===== src/hdl/fsr_pkg.sv =====
// Shared constants, types and decode tables for the front-end setup register bank.
package fsr_pkg;

	// Byte addresses of the Wishbone register map.
	localparam logic [7:0] FSR_ADR_SETUP  = 8'h00; // Front-end setup word, read/write.
	localparam logic [7:0] FSR_ADR_STATUS = 8'h04; // Decoded setup and sanity flags, read only.
	localparam logic [7:0] FSR_ADR_CHAN0  = 8'h08; // Readout channel zero, read only.
	localparam logic [7:0] FSR_ADR_CHAN1  = 8'h0c; // Readout channel one, read only.
	localparam logic [7:0] FSR_ADR_CHAN2  = 8'h10; // Readout channel two, read only.

	// Field positions inside the setup word.
	localparam int FSR_LOCK_BIT    = 15; // Memory-lock flag; setup writes are not blocked.
	localparam int FSR_CLUSTER_BIT = 8;  // Channel grouping option.
	localparam int FSR_MOD_LSB     = 6;  // Modulo select, two bits.
	localparam int FSR_RATE_LSB    = 4;  // Sample rate select, two bits.
	localparam int FSR_MEAS_LSB    = 0;  // Measurement setup, four bits.

	// Reset value of the setup word and the mask of bits that are actually stored.
	localparam logic [15:0] FSR_SETUP_RESET = 16'h0000;
	localparam logic [15:0] FSR_SETUP_MASK  = 16'h81ff;

	// Modulo wrap range in degrees for each select code.
	localparam logic [8:0] FSR_DEG_360 = 9'h168;
	localparam logic [8:0] FSR_DEG_90  = 9'h05a;
	localparam logic [8:0] FSR_DEG_120 = 9'h078;
	localparam logic [8:0] FSR_DEG_180 = 9'h0b4;

	// Converter sample rate in kSps for each select code.
	localparam logic [4:0] FSR_KSPS_2  = 5'h02;
	localparam logic [4:0] FSR_KSPS_4  = 5'h04;
	localparam logic [4:0] FSR_KSPS_8  = 5'h08;
	localparam logic [4:0] FSR_KSPS_16 = 5'h10;

	// Measurement setups that the datapath understands.
	typedef enum logic [2:0] {
		FSR_MODE_NONE    = 3'h0, // Unused or reserved code.
		FSR_MODE_PLANAR  = 3'h1, // Two-channel plain planar.
		FSR_MODE_SFC     = 3'h2, // Two-channel stray-field compensated.
		FSR_MODE_VCP     = 3'h3, // Two-channel virtual centre pixel.
		FSR_MODE_ROTARY  = 3'h4, // Compensated rotary, 180 degree limit.
		FSR_MODE_ATAN    = 3'h5, // Three-channel arctangent angle.
		FSR_MODE_JOY     = 3'h6, // Three-channel joystick.
		FSR_MODE_RAW     = 3'h7  // Three-channel raw values.
	} fsr_mode_t;

	// Hall-plate combinations that can feed one channel.
	typedef enum logic [3:0] {
		FSR_PL_NONE  = 4'h0, FSR_PL_X1    = 4'h1, FSR_PL_Y1    = 4'h2, FSR_PL_Z1    = 4'h3,
		FSR_PL_Z4Z1D = 4'h4, FSR_PL_X4X1D = 4'h5, FSR_PL_Y4Y1D = 4'h6, FSR_PL_X1X4S = 4'h7,
		FSR_PL_Y1Y4S = 4'h8, FSR_PL_Z1Z4S = 4'h9, FSR_PL_Z2Z5S = 4'ha, FSR_PL_Z3Z6S = 4'hb,
		FSR_PL_Z3    = 4'hc, FSR_PL_Z5    = 4'hd
	} fsr_plate_t;

	// Decoded configuration handed to the datapath.
	typedef struct packed {
		logic       locked;    // Configuration memory locked.
		logic       cluster;   // Channels refresh as a group.
		logic [8:0] wrap_deg;  // Output wrap range in degrees.
		logic [4:0] rate_ksps; // Converter rate in kSps.
		fsr_mode_t  mode;      // Measurement setup.
		fsr_plate_t ch1;       // Plate source of channel 1.
		fsr_plate_t ch2;       // Plate source of channel 2.
		fsr_plate_t ch3;       // Plate source of channel 3.
		logic       bad_code;  // Setup code is reserved.
		logic       bad_rate;  // Top rate chosen without the raw setup.
	} fsr_cfg_t;

	// Bus FSM states, one-hot.
	typedef enum logic [1:0] {
		FSR_BUS_IDLE = 2'b01,
		FSR_BUS_ACK  = 2'b10
	} fsr_bus_t;

endpackage : fsr_pkg


===== src/hdl/fsr_frontend_setup.sv =====
// Front-end setup register bank with Wishbone slave and readout channel grouping.
// How it works
// - Bit 15 flags the configuration memory locked.
// - Grouping bit picks independent or grouped channel refresh.
// - Bits 7:6 pick 360, 90, 120, 180 wrap.
// - Bits 5:4 pick 2, 4, 8, 16 kSps.
// - Codes 0000-0111 other than 0011 and 0110 decode to planar setups; 0011 is reserved.
// - Code 0110 selects compensated 180 degree rotary.
// - Codes 1010, 1001, 1110 select spatial modes.
`timescale 1ns/1ps
module fsr_frontend_setup
	import fsr_pkg::*;
(
	input  wire logic             clock,       // System clock, 250 MHz.
	input  wire logic             srst,        // Synchronous reset, active high.
	input  wire logic             wb_cyc,      // Wishbone cycle.
	input  wire logic             wb_stb,      // Wishbone strobe.
	input  wire logic             wb_we,       // Wishbone write enable.
	input  wire logic [7:0]       wb_adr,      // Wishbone byte address.
	input  wire logic [3:0]       wb_sel,      // Wishbone byte selects.
	input  wire logic [31:0]      wb_dat_w,    // Wishbone write data.
	output logic      [31:0]      wb_dat_r,    // Wishbone read data.
	output logic                  wb_ack,      // Wishbone acknowledge.
	input  wire logic [2:0]       smp_valid,   // New sample per channel, one-cycle pulse.
	input  wire logic [2:0][15:0] smp_data,    // Sample values per channel.
	output fsr_cfg_t              cfg          // Decoded configuration for the datapath.
);

	// Decode of the setup word into the datapath configuration.
	function automatic fsr_cfg_t decode_setup(input logic [15:0] w);
		fsr_cfg_t c;
		c           = '0;
		c.locked    = w[FSR_LOCK_BIT];
		c.cluster   = w[FSR_CLUSTER_BIT];
		case (w[FSR_MOD_LSB +: 2])
			2'b00:   c.wrap_deg = FSR_DEG_360;
			2'b01:   c.wrap_deg = FSR_DEG_90;
			2'b10:   c.wrap_deg = FSR_DEG_120;
			default: c.wrap_deg = FSR_DEG_180;
		endcase
		case (w[FSR_RATE_LSB +: 2])
			2'b00:   c.rate_ksps = FSR_KSPS_2;
			2'b01:   c.rate_ksps = FSR_KSPS_4;
			2'b10:   c.rate_ksps = FSR_KSPS_8;
			default: c.rate_ksps = FSR_KSPS_16;
		endcase
		// Codes listed as setups win over the blanket reservation; the rest decode to none.
		case (w[FSR_MEAS_LSB +: 4])
			4'h0, 4'h1:
			begin
				c.mode = FSR_MODE_PLANAR;
				c.ch1  = (w[0]) ? FSR_PL_Z1 : FSR_PL_X1;
				c.ch2  = FSR_PL_Y1;
			end
			4'h2, 4'h4:
			begin
				c.mode = FSR_MODE_SFC;
				c.ch1  = (w[2]) ? FSR_PL_X4X1D : FSR_PL_Z4Z1D;
				c.ch2  = (w[2]) ? FSR_PL_Y4Y1D : FSR_PL_X4X1D;
			end
			4'h5, 4'h7:
			begin
				c.mode = FSR_MODE_VCP;
				c.ch1  = FSR_PL_X1X4S;
				c.ch2  = FSR_PL_Y1Y4S;
			end
			4'h6:
			begin
				c.mode = FSR_MODE_ROTARY;
				c.ch1  = FSR_PL_Z1Z4S;
				c.ch2  = FSR_PL_Z2Z5S;
				c.ch3  = FSR_PL_Z3Z6S;
			end
			4'ha, 4'h9, 4'he:
			begin
				c.mode = (w[3:0] == 4'ha) ? FSR_MODE_ATAN : (w[3:0] == 4'h9) ? FSR_MODE_JOY : FSR_MODE_RAW;
				c.ch1  = FSR_PL_Z1;
				c.ch2  = FSR_PL_X1;
				c.ch3  = FSR_PL_Y1;
			end
			default:
			begin
				c.mode     = FSR_MODE_NONE;
				c.bad_code = 1'b1;
			end
		endcase
		// Flag the top rate when the setup cannot run it.
		c.bad_rate = (w[FSR_RATE_LSB +: 2] == 2'b11) && (c.mode != FSR_MODE_RAW);
		return c;
	endfunction : decode_setup

	// Bus state.
	fsr_bus_t         bus_q,    bus_d;    // Bus FSM.
	logic             ack_q,    ack_d;    // Acknowledge flop.
	logic [31:0]      rdat_q,   rdat_d;   // Read data flop.
	// Register state.
	logic [15:0]      setup_q,  setup_d;  // Stored setup word.
	fsr_cfg_t         cfg_q,    cfg_d;    // Registered decode.
	logic [2:0][15:0] chan_q,   chan_d;   // Readout channels seen by software.
	logic [2:0][15:0] stage_q,  stage_d;  // Newest samples waiting for a grouped refresh.
	// Bus events.
	logic             req_new;            // Fresh request awaiting its answer.
	logic             wr_setup;           // Setup write taken this edge.
	logic             rd_chan0;           // Channel zero read taken this edge.

	// A request is answered one cycle after it appears; taken at the edge where ack is high.
	assign req_new  = wb_cyc && wb_stb && !ack_q;
	assign wr_setup = wb_cyc && wb_stb && ack_q && wb_we && (wb_adr == FSR_ADR_SETUP);
	assign rd_chan0 = wb_cyc && wb_stb && ack_q && !wb_we && (wb_adr == FSR_ADR_CHAN0);

	// Bus FSM next state, acknowledge and read mux; unmapped reads return zero.
	always_comb
	begin
		bus_d  = bus_q;
		ack_d  = 1'b0;
		rdat_d = 32'h0000_0000;
		case (bus_q)
			FSR_BUS_IDLE:
			begin
				if (req_new)
				begin
					bus_d = FSR_BUS_ACK;
					ack_d = 1'b1;
					case (wb_adr)
						FSR_ADR_SETUP:  rdat_d = {16'h0000, setup_q};
						// Status is 21 bits wide, so eleven zero bits fill the word up to 32.
						FSR_ADR_STATUS: rdat_d = {11'h000, cfg_q.bad_rate, cfg_q.bad_code, cfg_q.mode,
						                          cfg_q.rate_ksps, cfg_q.wrap_deg, cfg_q.cluster, cfg_q.locked};
						FSR_ADR_CHAN0:  rdat_d = {16'h0000, chan_q[0]};
						FSR_ADR_CHAN1:  rdat_d = {16'h0000, chan_q[1]};
						FSR_ADR_CHAN2:  rdat_d = {16'h0000, chan_q[2]};
						default:        rdat_d = 32'h0000_0000;
					endcase
				end
			end
			FSR_BUS_ACK:
			begin
				// Ack drops after one cycle so the master sees exactly one edge.
				bus_d = FSR_BUS_IDLE;
			end
			default:
			begin
				bus_d = FSR_BUS_IDLE;
			end
		endcase
	end

	// Bus state registers.
	always_ff @(posedge clock)
	begin
		if (srst)
		begin
			bus_q  <= FSR_BUS_IDLE;
			ack_q  <= 1'b0;
			rdat_q <= 32'h0000_0000;
		end
		else
		begin
			bus_q  <= bus_d;
			ack_q  <= ack_d;
			rdat_q <= rdat_d;
		end
	end

	assign wb_ack   = ack_q;
	assign wb_dat_r = rdat_q;

	// Setup word: byte lanes 0 and 1 write, the must-be-zero bits are never stored.
	always_comb
	begin
		setup_d = setup_q;
		if (wr_setup)
		begin
			if (wb_sel[0])
			begin
				setup_d[7:0] = wb_dat_w[7:0];
			end
			if (wb_sel[1])
			begin
				setup_d[15:8] = wb_dat_w[15:8];
			end
			setup_d = setup_d & FSR_SETUP_MASK;
		end
		cfg_d = decode_setup(setup_q);
	end

	// Readout channels: direct update, or staged and copied as a group when channel zero is read.
	always_comb
	begin
		chan_d  = chan_q;
		stage_d = stage_q;
		for (int i = 0; i < 3; i++)
		begin
			if (smp_valid[i])
			begin
				stage_d[i] = smp_data[i];
				if (!cfg_q.cluster)
				begin
					chan_d[i] = smp_data[i];
				end
			end
		end
		// The group copy uses the staged values before this cycle's samples land.
		if (cfg_q.cluster && rd_chan0)
		begin
			chan_d = stage_q;
		end
	end

	// Register file and channel flops.
	always_ff @(posedge clock)
	begin
		if (srst)
		begin
			setup_q <= FSR_SETUP_RESET;
			cfg_q   <= '0;
			chan_q  <= '0;
			stage_q <= '0;
		end
		else
		begin
			setup_q <= setup_d;
			cfg_q   <= cfg_d;
			chan_q  <= chan_d;
			stage_q <= stage_d;
		end
	end

	assign cfg = cfg_q;
endmodule : fsr_frontend_setup


===== config.mk =====
export PLATFORM = sky130hd
export DESIGN_NAME = fsr_frontend_setup
export DESIGN_NICKNAME = d
export VERILOG_FILES = /design/src/hdl/fsr_pkg.sv /design/src/hdl/fsr_frontend_setup.sv
export SDC_FILE = /design/constraint.sdc
export NUM_CORES = 1
export LEC_CHECK = 0
export BUFFER_PORTS_ARGS = -buffer_cell sky130_fd_sc_hd__buf_2
export CAP_MARGIN = 15
export CORE_AREA = 5 5 147 149
export DETAILED_ROUTE_END_ITERATION = 7
export DIE_AREA = 0 0 152 154
export PLACE_DENSITY_LB_ADDON = 0.2
export SLEW_MARGIN = 20
export SYNTH_ARGS = -nofsm -noshare
export SYNTH_HDL_FRONTEND = slang
export SYNTH_SLANG_ARGS = --single-unit

===== constraint.sdc =====
create_clock -name clock -period 3.2 [get_ports clock]
set_input_delay 0.16 -clock clock [delete_from_list [all_inputs] [get_ports clock]]
set_output_delay 0.16 -clock clock [all_outputs]
set_load 0.03 [all_outputs]

==> impl_metrics.py, run 1 <==
metrics = {
    "routing": {
        "avgRoutedWirePerCell_um": 16.83,
        "wirelength_mm": 18.23,
        "ant_nets": 0,
        "drt_pass1_iterations": 4,
        "num_vias": 5134,
        "vias_per_cell": 4.741,
        "drc": 0,
        "first_iter_violations": 224,
    },
    "synthesis": {
        "yosys-top-cells-area": "dfxtp_1 47%, mux2i_1 18%, a211oi_2 7.4%",
        "synth.distinct_cells": 46,
        "ys_ff_latch": 157,
        "yosysWarnings": 0,
        "synth_area_per_cell_um2": 10.22,
        "synth_ff_type": "dfxtp_1",
        "synthCells": 658,
        "synth_edf_count": 0,
        "async_flop_share_pct": 0,
        "syn_area_um2": 6723,
        "synth_area_leader_cell": "dfxtp_1",
        "yosysSeqAreaShare_pct": 46.75,
        "synthTopCellsByCount": "157 x dfxtp_1, 130 x nor2_1, 122 x mux2i_1",
        "synth_top_area_share_pct": 46.75,
        "yosysMostFrequentCell": "dfxtp_1",
    },
    "worst_setup_path": {
        "start_kind": "flip-flop",
        "reg2reg_slack_ps": 1330,
        "r2r_end": "wb_dat_r[7]$_SDFF_PP0_",
        "arrival_ps": 2190,
        "critPathCaptureType": "flip-flop",
        "required_ps": 3520,
        "reg2regPathDepth": 5,
        "rr_startpoint": "wb_ack$_SDFF_PP0_",
        "crit_type": "flip-flop to flip-flop",
        "cp_max_fo": 15,
    },
    "timing": {
        "finalHoldViolCount": 0,
        "fin_crit_sh_pct": 58.43,
        "rsz0062_at_grt": "false",
        "fin_skew_ps": 13.27,
        "slew_headroom_pct": 32.23,
        "worst_slew_pin_slew_ps": 1017,
        "slew_violations": 0,
        "holdWs_ps": 14.94,
        "fmax_ghz": 0.5348,
        "fin_crit_ps": 1870,
        "setup_tns_ps": 0,
        "finalSetupViolCount": 0,
    },
    "worst_hold_path": {
        "holdPathEnd": "stage_q[35]$_SDFFE_PP0P_",
        "min_path_type": "input pin to flip-flop",
        "hold_depth": 3,
        "worstHoldStart": "smp_data[35]",
    },
    "cts": {
        "clock_sink_count": 157,
        "worstSkewPairLatency_ps": 420,
        "cts_made_buffers": 17,
        "cts_max_level": 4,
        "cts-root-buf": "clkbuf_16",
        "cts_buffer_depth": 2,
        "cts_tree": "built",
        "clkSlewWorstSetupHoldPaths_ps": 60,
        "cts_setup_buffers": 0,
    },
    "floorplanning": {
        "initial_core_util_pct": 33.55,
        "rows": 52,
        "die_h_um": 154,
        "fp.dieW_um": 152,
        "dieArea_um2": 23410,
        "pin_count": 166,
        "core_um2": 20040,
    },
    "grt": {
        "track_usage_pct": 15.42,
        "grt_max_degree": 75,
        "antenna_found_initial": 3,
        "grt_pass1_vias": 5377,
        "overflow": 0,
        "grt_pass1_wl_mm": 28.57,
    },
    "layout": {
        "fin_util_pct": 42.16,
        "fillers": 2004,
        "syn_to_final_growth_pct": 25.67,
        "drive_above_1_share_pct": 27.22,
        "final_nets": 899,
    },
    "power_and_ir_drop": {
        "ir_drop_uv": 351.7,
        "p_int_mw": 3.490,
        "fin_total_pwr_mw": 4.535,
        "p_seq_share_pct": 45.9,
        "p_per_area_nw_per_um2": 536.8,
        "pwr-share-comb_pct": 9.1,
        "p_leak_nw": 3.895,
        "clkPwrFrac_pct": 45.0,
        "switching_share_pct": 23.04,
        "switchingPower_mw": 1.045,
    },
    "status": {
        "status": "completed",
    },
    "flow_run": {
        "drv_cap": 0,
    },
    "place": {
        "hpwlAfterDp_mm": 13.28,
        "gp_congestion": 0.7768,
        "io_buffers": 127,
    },
}
==> stage by stage <==
| step | worst slack, ps | area (um^2) | instances |
|---|---|---|---|
| after floorplan | 1630 | 6771 | 671 |
| after global routing | 1012 | 8448 | 1083 |
| final | 1330 | 8448 | 1083 |
| after global placement | 1175 | 7413 | 1007 |
| after detailed placement | 1122 | 7413 | 1007 |
| after CTS | 1295 | 8446 | 1082 |
==> kinds of logic (layout without fill, tap and decap cells) <==
family / Yosys count / count (layout) / share of synthesized area [%]
flops: 157 / 157 / 46.75
xor+xnor: 3 / 3 / 0.3909
simple gates: 196 / 196 / 13.68
buf+inv: 73 / 214 / 6.142
other cells: 1 / 15 / 0.05578
compound gates: 96 / 96 / 13.14
mux: 132 / 132 / 19.84
==> layout by cell type, fill, tap and decap left out, drive strengths merged, types with 2 or more instances in the layout <==
| cell type | synthesis | final |
|---|---|---|
| dfxtp | 157 | 157 |
| buf | 46 | 134 |
| nor2 | 130 | 130 |
| mux2i | 122 | 122 |
| a211oi | 48 | 48 |
| dlygate4sd3 | 0 | 43 |
| clkbuf | 22 | 21 |
| conb | 1 | 14 |
| a21oi | 13 | 13 |
| nor2b | 12 | 12 |
| and2 | 12 | 12 |
| nand2 | 11 | 11 |
| mux2 | 10 | 10 |
| o21ai | 9 | 9 |
| a22oi | 8 | 8 |
| and3 | 6 | 6 |
| o22a | 6 | 6 |
| inv | 5 | 5 |
| nor3 | 5 | 5 |
| clkinv | 0 | 5 |
| nand4 | 4 | 4 |
| and3b | 3 | 3 |
| nand3 | 3 | 3 |
| nor3b | 3 | 3 |
| xnor2 | 3 | 3 |
| clkinvlp | 0 | 3 |
| bufinv | 0 | 3 |
| o32a | 2 | 2 |
| a21o | 2 | 2 |
| nand2b | 2 | 2 |
| a31oi | 2 | 2 |
| nor4b | 2 | 2 |
| nor4 | 2 | 2 |
==> final cells by class <==
type	count	area [um^2]	share of cell area, %
multi-input combinational	441	3223	38.15
clock buffer	21	460.4	5.450
sequential	157	3143	37.20
timing repair buffer	177	1121	13.27
tap	270	337.8	3.999
clock inverter	11	141.4	1.674
antenna	1	2.502	0.02962
inverter	5	18.77	0.2222
==> worst max-delay path, stage by stage, from the launching register on <==
cell and delay [ps]:
dfxtp_1 320, nor4b_1 270, nand3_1 170, inv_1 150, nand4_1 530, a21oi_1 330
==> worst max path at each step <==
stage	from	endpoint	slack [ps]
after floorplan	cfg[31]$_SDFF_PP0_	chan_q[0]$_SDFFE_PP0P_	1630
after global placement	srst	wb_dat_r[15]$_SDFF_PP0_	1180
after detailed placement	srst	wb_dat_r[8]$_SDFF_PP0_	1120
after CTS	wb_ack$_SDFF_PP0_	wb_dat_r[7]$_SDFF_PP0_	1300
after global routing	wb_ack$_SDFF_PP0_	wb_dat_r[3]$_SDFF_PP0_	1010
final	wb_ack$_SDFF_PP0_	wb_dat_r[7]$_SDFF_PP0_	1330
==> per-layer routing <==
metal  up-vias  global-route usage (%)  wire [um]
li1       2549                       -          -
met1      2435                   19.14       8127
met2       127                   25.89       8717
met3        19                   4.862       1116
met4         4                   4.366        248
met5         -                       0         21
==> power groups by stage <==
stage	registers, mW	clock network [mW]	logic (mW)
final	2.08	2.04	0.413
after global routing	2.09	2.18	0.451
after CTS	2.08	2.09	0.415
after detailed placement	2.12	0	0.371
after global placement	2.12	0	0.361
after floorplan	2.11	0	0.270
==> state kept, by name, indices dropped and copies added, names as in the netlist <==
register and count:
bus_q 2, cfg 27, chan_q 48, setup_q 10, stage_q 48, wb_ack 1, wb_dat_r 21
==> repair_timing <==
action | 4_1_cts | 5_1_grt
hold buffers | 43 | 0
hold endpoints to repair | 43 | 0
resized for setup | 0 | 0
No activity file was read; power rests on OpenSTA's default activity.
==> run 2: changes to the inputs <==
ABC_AREA = 1   (was not set)
CORE_AREA = 5 5 148 150   (was 5 5 147 149)
DIE_AREA = 0 0 153 155   (was 0 0 152 154)
clock period = 1.9 ns   (was 3.2 ns; I/O delays follow)
==> impl_metrics.py, run 2 <==
metrics = {
    "power_and_ir_drop": {
        "switching_share_pct": 24.56,
        "p_per_area_nw_per_um2": 853.6,
        "clkPwrFrac_pct": 44.8,
        "p_seq_share_pct": 46.3,
        "p_int_mw": 5.679,
        "p_leak_nw": 4.062,
        "ir_drop_uv": 696.0,
        "pwr-share-comb_pct": 8.9,
        "switchingPower_mw": 1.849,
    },
    "cts": {
        "clkSlewWorstSetupHoldPaths_ps": 60,
        "cts_tree": "built",
        "clock_sink_count": 157,
        "cts_setup_buffers": 0,
        "cts_buffer_depth": 2,
        "cts-root-buf": "clkbuf_16",
        "cts_made_buffers": 17,
        "worstSkewPairLatency_ps": 430,
        "cts_max_level": 4,
        "cts_resized": 0,
    },
    "floorplanning": {
        "pin_count": 166,
        "initial_core_util_pct": 33.29,
        "dieArea_um2": 23720,
        "core_um2": 20560,
        "rows": 53,
        "fp.dieW_um": 153,
        "die_h_um": 155,
    },
    "synthesis": {
        "synth_simple_gate_area_share_pct": 31.01,
        "yosys-top-cells-area": "dfxtp_1 46%, nand2_1 12%, nand3_1 12%",
        "synth.distinct_cells": 25,
        "yosysWarnings": 0,
        "synthTopCellsByCount": "227 x nand2_1, 159 x nand3_1, 157 x dfxtp_1",
        "synth_area_leader_cell": "dfxtp_1",
        "synth_area_per_cell_um2": 7.048,
        "ys_ff_latch": 157,
        "synth_top_area_share_pct": 45.92,
        "syn_area_um2": 6844,
        "synthCells": 971,
        "synth_compound_area_share_pct": 11.97,
        "synth_ff_type": "dfxtp_1",
        "yosysSeqAreaShare_pct": 45.92,
        "yosysMostFrequentCell": "nand2_1",
        "synth_mux_area_share_pct": 0,
        "async_flop_share_pct": 0,
        "synth_adder_area_share_pct": 0,
        "synth_top_family_by_area": "simple AND/OR/NAND/NOR gates",
        "synthXorXnorAreaFrac_pct": 0,
        "synth_edf_count": 0,
    },
    "grt": {
        "grt_pass1_wl_mm": 31.95,
        "track_usage_pct": 16.59,
        "overflow": 0,
        "grt_pass1_vias": 6142,
        "antenna_found_initial": 0,
        "grt_max_degree": 97,
    },
    "worst_setup_path": {
        "crit_cells": 5,
        "path_cells": "nand3_1, nor2_1, nand4_1, dlygate4sd3_1, a21oi_1",
        "start_kind": "flip-flop",
        "required_ps": 2260,
        "worstSetupStartpoint": "wb_ack$_SDFF_PP0_",
        "critPathCaptureType": "flip-flop",
        "reg2reg_slack_ps": 200,
        "path_delay_family": "simple AND/OR/NAND/NOR gates",
        "reg2regPathDepth": 5,
        "crit_slowest_cell": "dlygate4sd3_1",
        "rr_startpoint": "wb_ack$_SDFF_PP0_",
        "endpoint": "setup_q[3]$_SDFFE_PP0P_",
        "critPathMaxStageDelay_ps": 570,
        "path_buf_inv": 1,
        "crit_type": "flip-flop to flip-flop",
        "cp_max_fo": 3,
        "r2r_end": "setup_q[3]$_SDFFE_PP0P_",
        "arrival_ps": 2060,
    },
    "layout": {
        "antenna_cells": 0,
        "syn_to_final_growth_pct": 28.85,
        "layout_common_cells": "227 x nand2_1, 159 x nand3_1, 157 x dfxtp_1",
        "final_nets": 1230,
        "final_area_um2": 8818,
        "fin_util_pct": 42.90,
        "layout.cells.non_filler": 1418,
        "drive_above_1_share_pct": 18.29,
        "final_common_cell": "nand2_1",
    },
    "routing": {
        "num_vias": 6519,
        "drc": 0,
        "first_iter_violations": 443,
        "wirelength_mm": 19.83,
        "avgRoutedWirePerCell_um": 13.99,
        "vias_per_cell": 4.597,
        "drt_pass1_iterations": 5,
        "ant_nets": 0,
    },
    "place": {
        "placed_area_um2": 7654,
        "dp_cells": 1328,
        "gp_congestion": 0.7973,
        "hpwlAfterDp_mm": 13.59,
        "io_buffers": 127,
    },
    "worst_hold_path": {
        "min_path_type": "input pin to flip-flop",
        "worstHoldStart": "srst",
    },
    "timing": {
        "setup_tns_ps": 0,
        "finalHoldViolCount": 0,
        "slew_violations": 0,
        "holdWs_ps": 19.93,
        "fin_crit_ps": 1705,
        "rsz0062_at_grt": "false",
        "fin_crit_sh_pct": 89.73,
        "finalSetupViolCount": 0,
        "fmax_ghz": 0.5866,
        "fin_skew_ps": 9.916,
    },
    "status": {
        "status": "completed",
    },
    "flow_run": {
        "drv_cap": 0,
    },
}
==> run 2: cell families (layout without fill, tap and decap cells) <==
| logic type | count (synthesis) | in the layout |
|---|---|---|
| AOI/OAI and AO/OA | 162 | 162 |
| buffers and inverters | 163 | 322 |
| DFF | 157 | 157 |
| other | 1 | 14 |
| and+or+nand+nor | 488 | 488 |
==> run 2: timing repair <==
item	in CTS	in global routing
endpoints found under the setup margin	0	0
endpoints found under the hold margin	57	0
hold buffers	58	0
==> run 2: worst min path at each step <==
stage                     slack [ps]  cells after the start                        to
after floorplan                  230                      2   setup_q[0]$_SDFFE_PP0P_
after global routing              40                      5   chan_q[39]$_SDFFE_PP0P_
after detailed placement         330                      3   setup_q[0]$_SDFFE_PP0P_
after global placement           330                      3   setup_q[0]$_SDFFE_PP0P_
after CTS                          7                      3  stage_q[39]$_SDFFE_PP0P_
final                             20                      3     bus_q[0]$_SDFFE_PP1P_
==> run 2: power by group through the flow <==
stage | logic, mW | clock network [mW] | registers, mW
after floorplan | 0.387 | 0 | 3.56
after global placement | 0.577 | 0 | 3.55
after detailed placement | 0.582 | 0 | 3.56
after CTS | 0.677 | 3.45 | 3.48
after global routing | 0.761 | 3.59 | 3.50
final | 0.672 | 3.37 | 3.48
==> run 2: area by class of cell <==
cell class / instances / area (um^2)
clock buffers: 19 / 442.9
fillers: 2216 / 11740
well taps: 275 / 344.1
repair buffers: 205 / 1429
multi-input cells: 664 / 2999
clock inverters: 13 / 141.4
flip-flops and latches: 157 / 3143
inverters: 85 / 319.1
==> run 2: per-layer routing <==
| metal | global-route usage [%] | up-vias | part of all wire, % |
|---|---|---|---|
| li1 | - | 3431 | - |
| met1 | 23.74 | 2924 | 49 |
| met2 | 25.50 | 146 | 45 |
| met3 | 3.477 | 18 | 4.5 |
| met4 | 4.497 | 0 | 1.0 |
| met5 | 0 | - | 0 |
==> run 2: per-stage QoR <==
stage / setup slack [ps] / power [mW]
2_1_floorplan: 332.3 / 3.947
3_3_place_gp: 413.0 / 4.132
3_5_place_dp: 402.3 / 4.140
4_1_cts: 184.2 / 7.613
5_1_grt: 77.87 / 7.846
6_report: 195.2 / 7.527
==> run 2: tightest hold or removal path, delay by kind of cell <==
kind                   cells  cell delay, ps
buffers and inverters      1             120
AND/OR/NAND/NOR            2             170
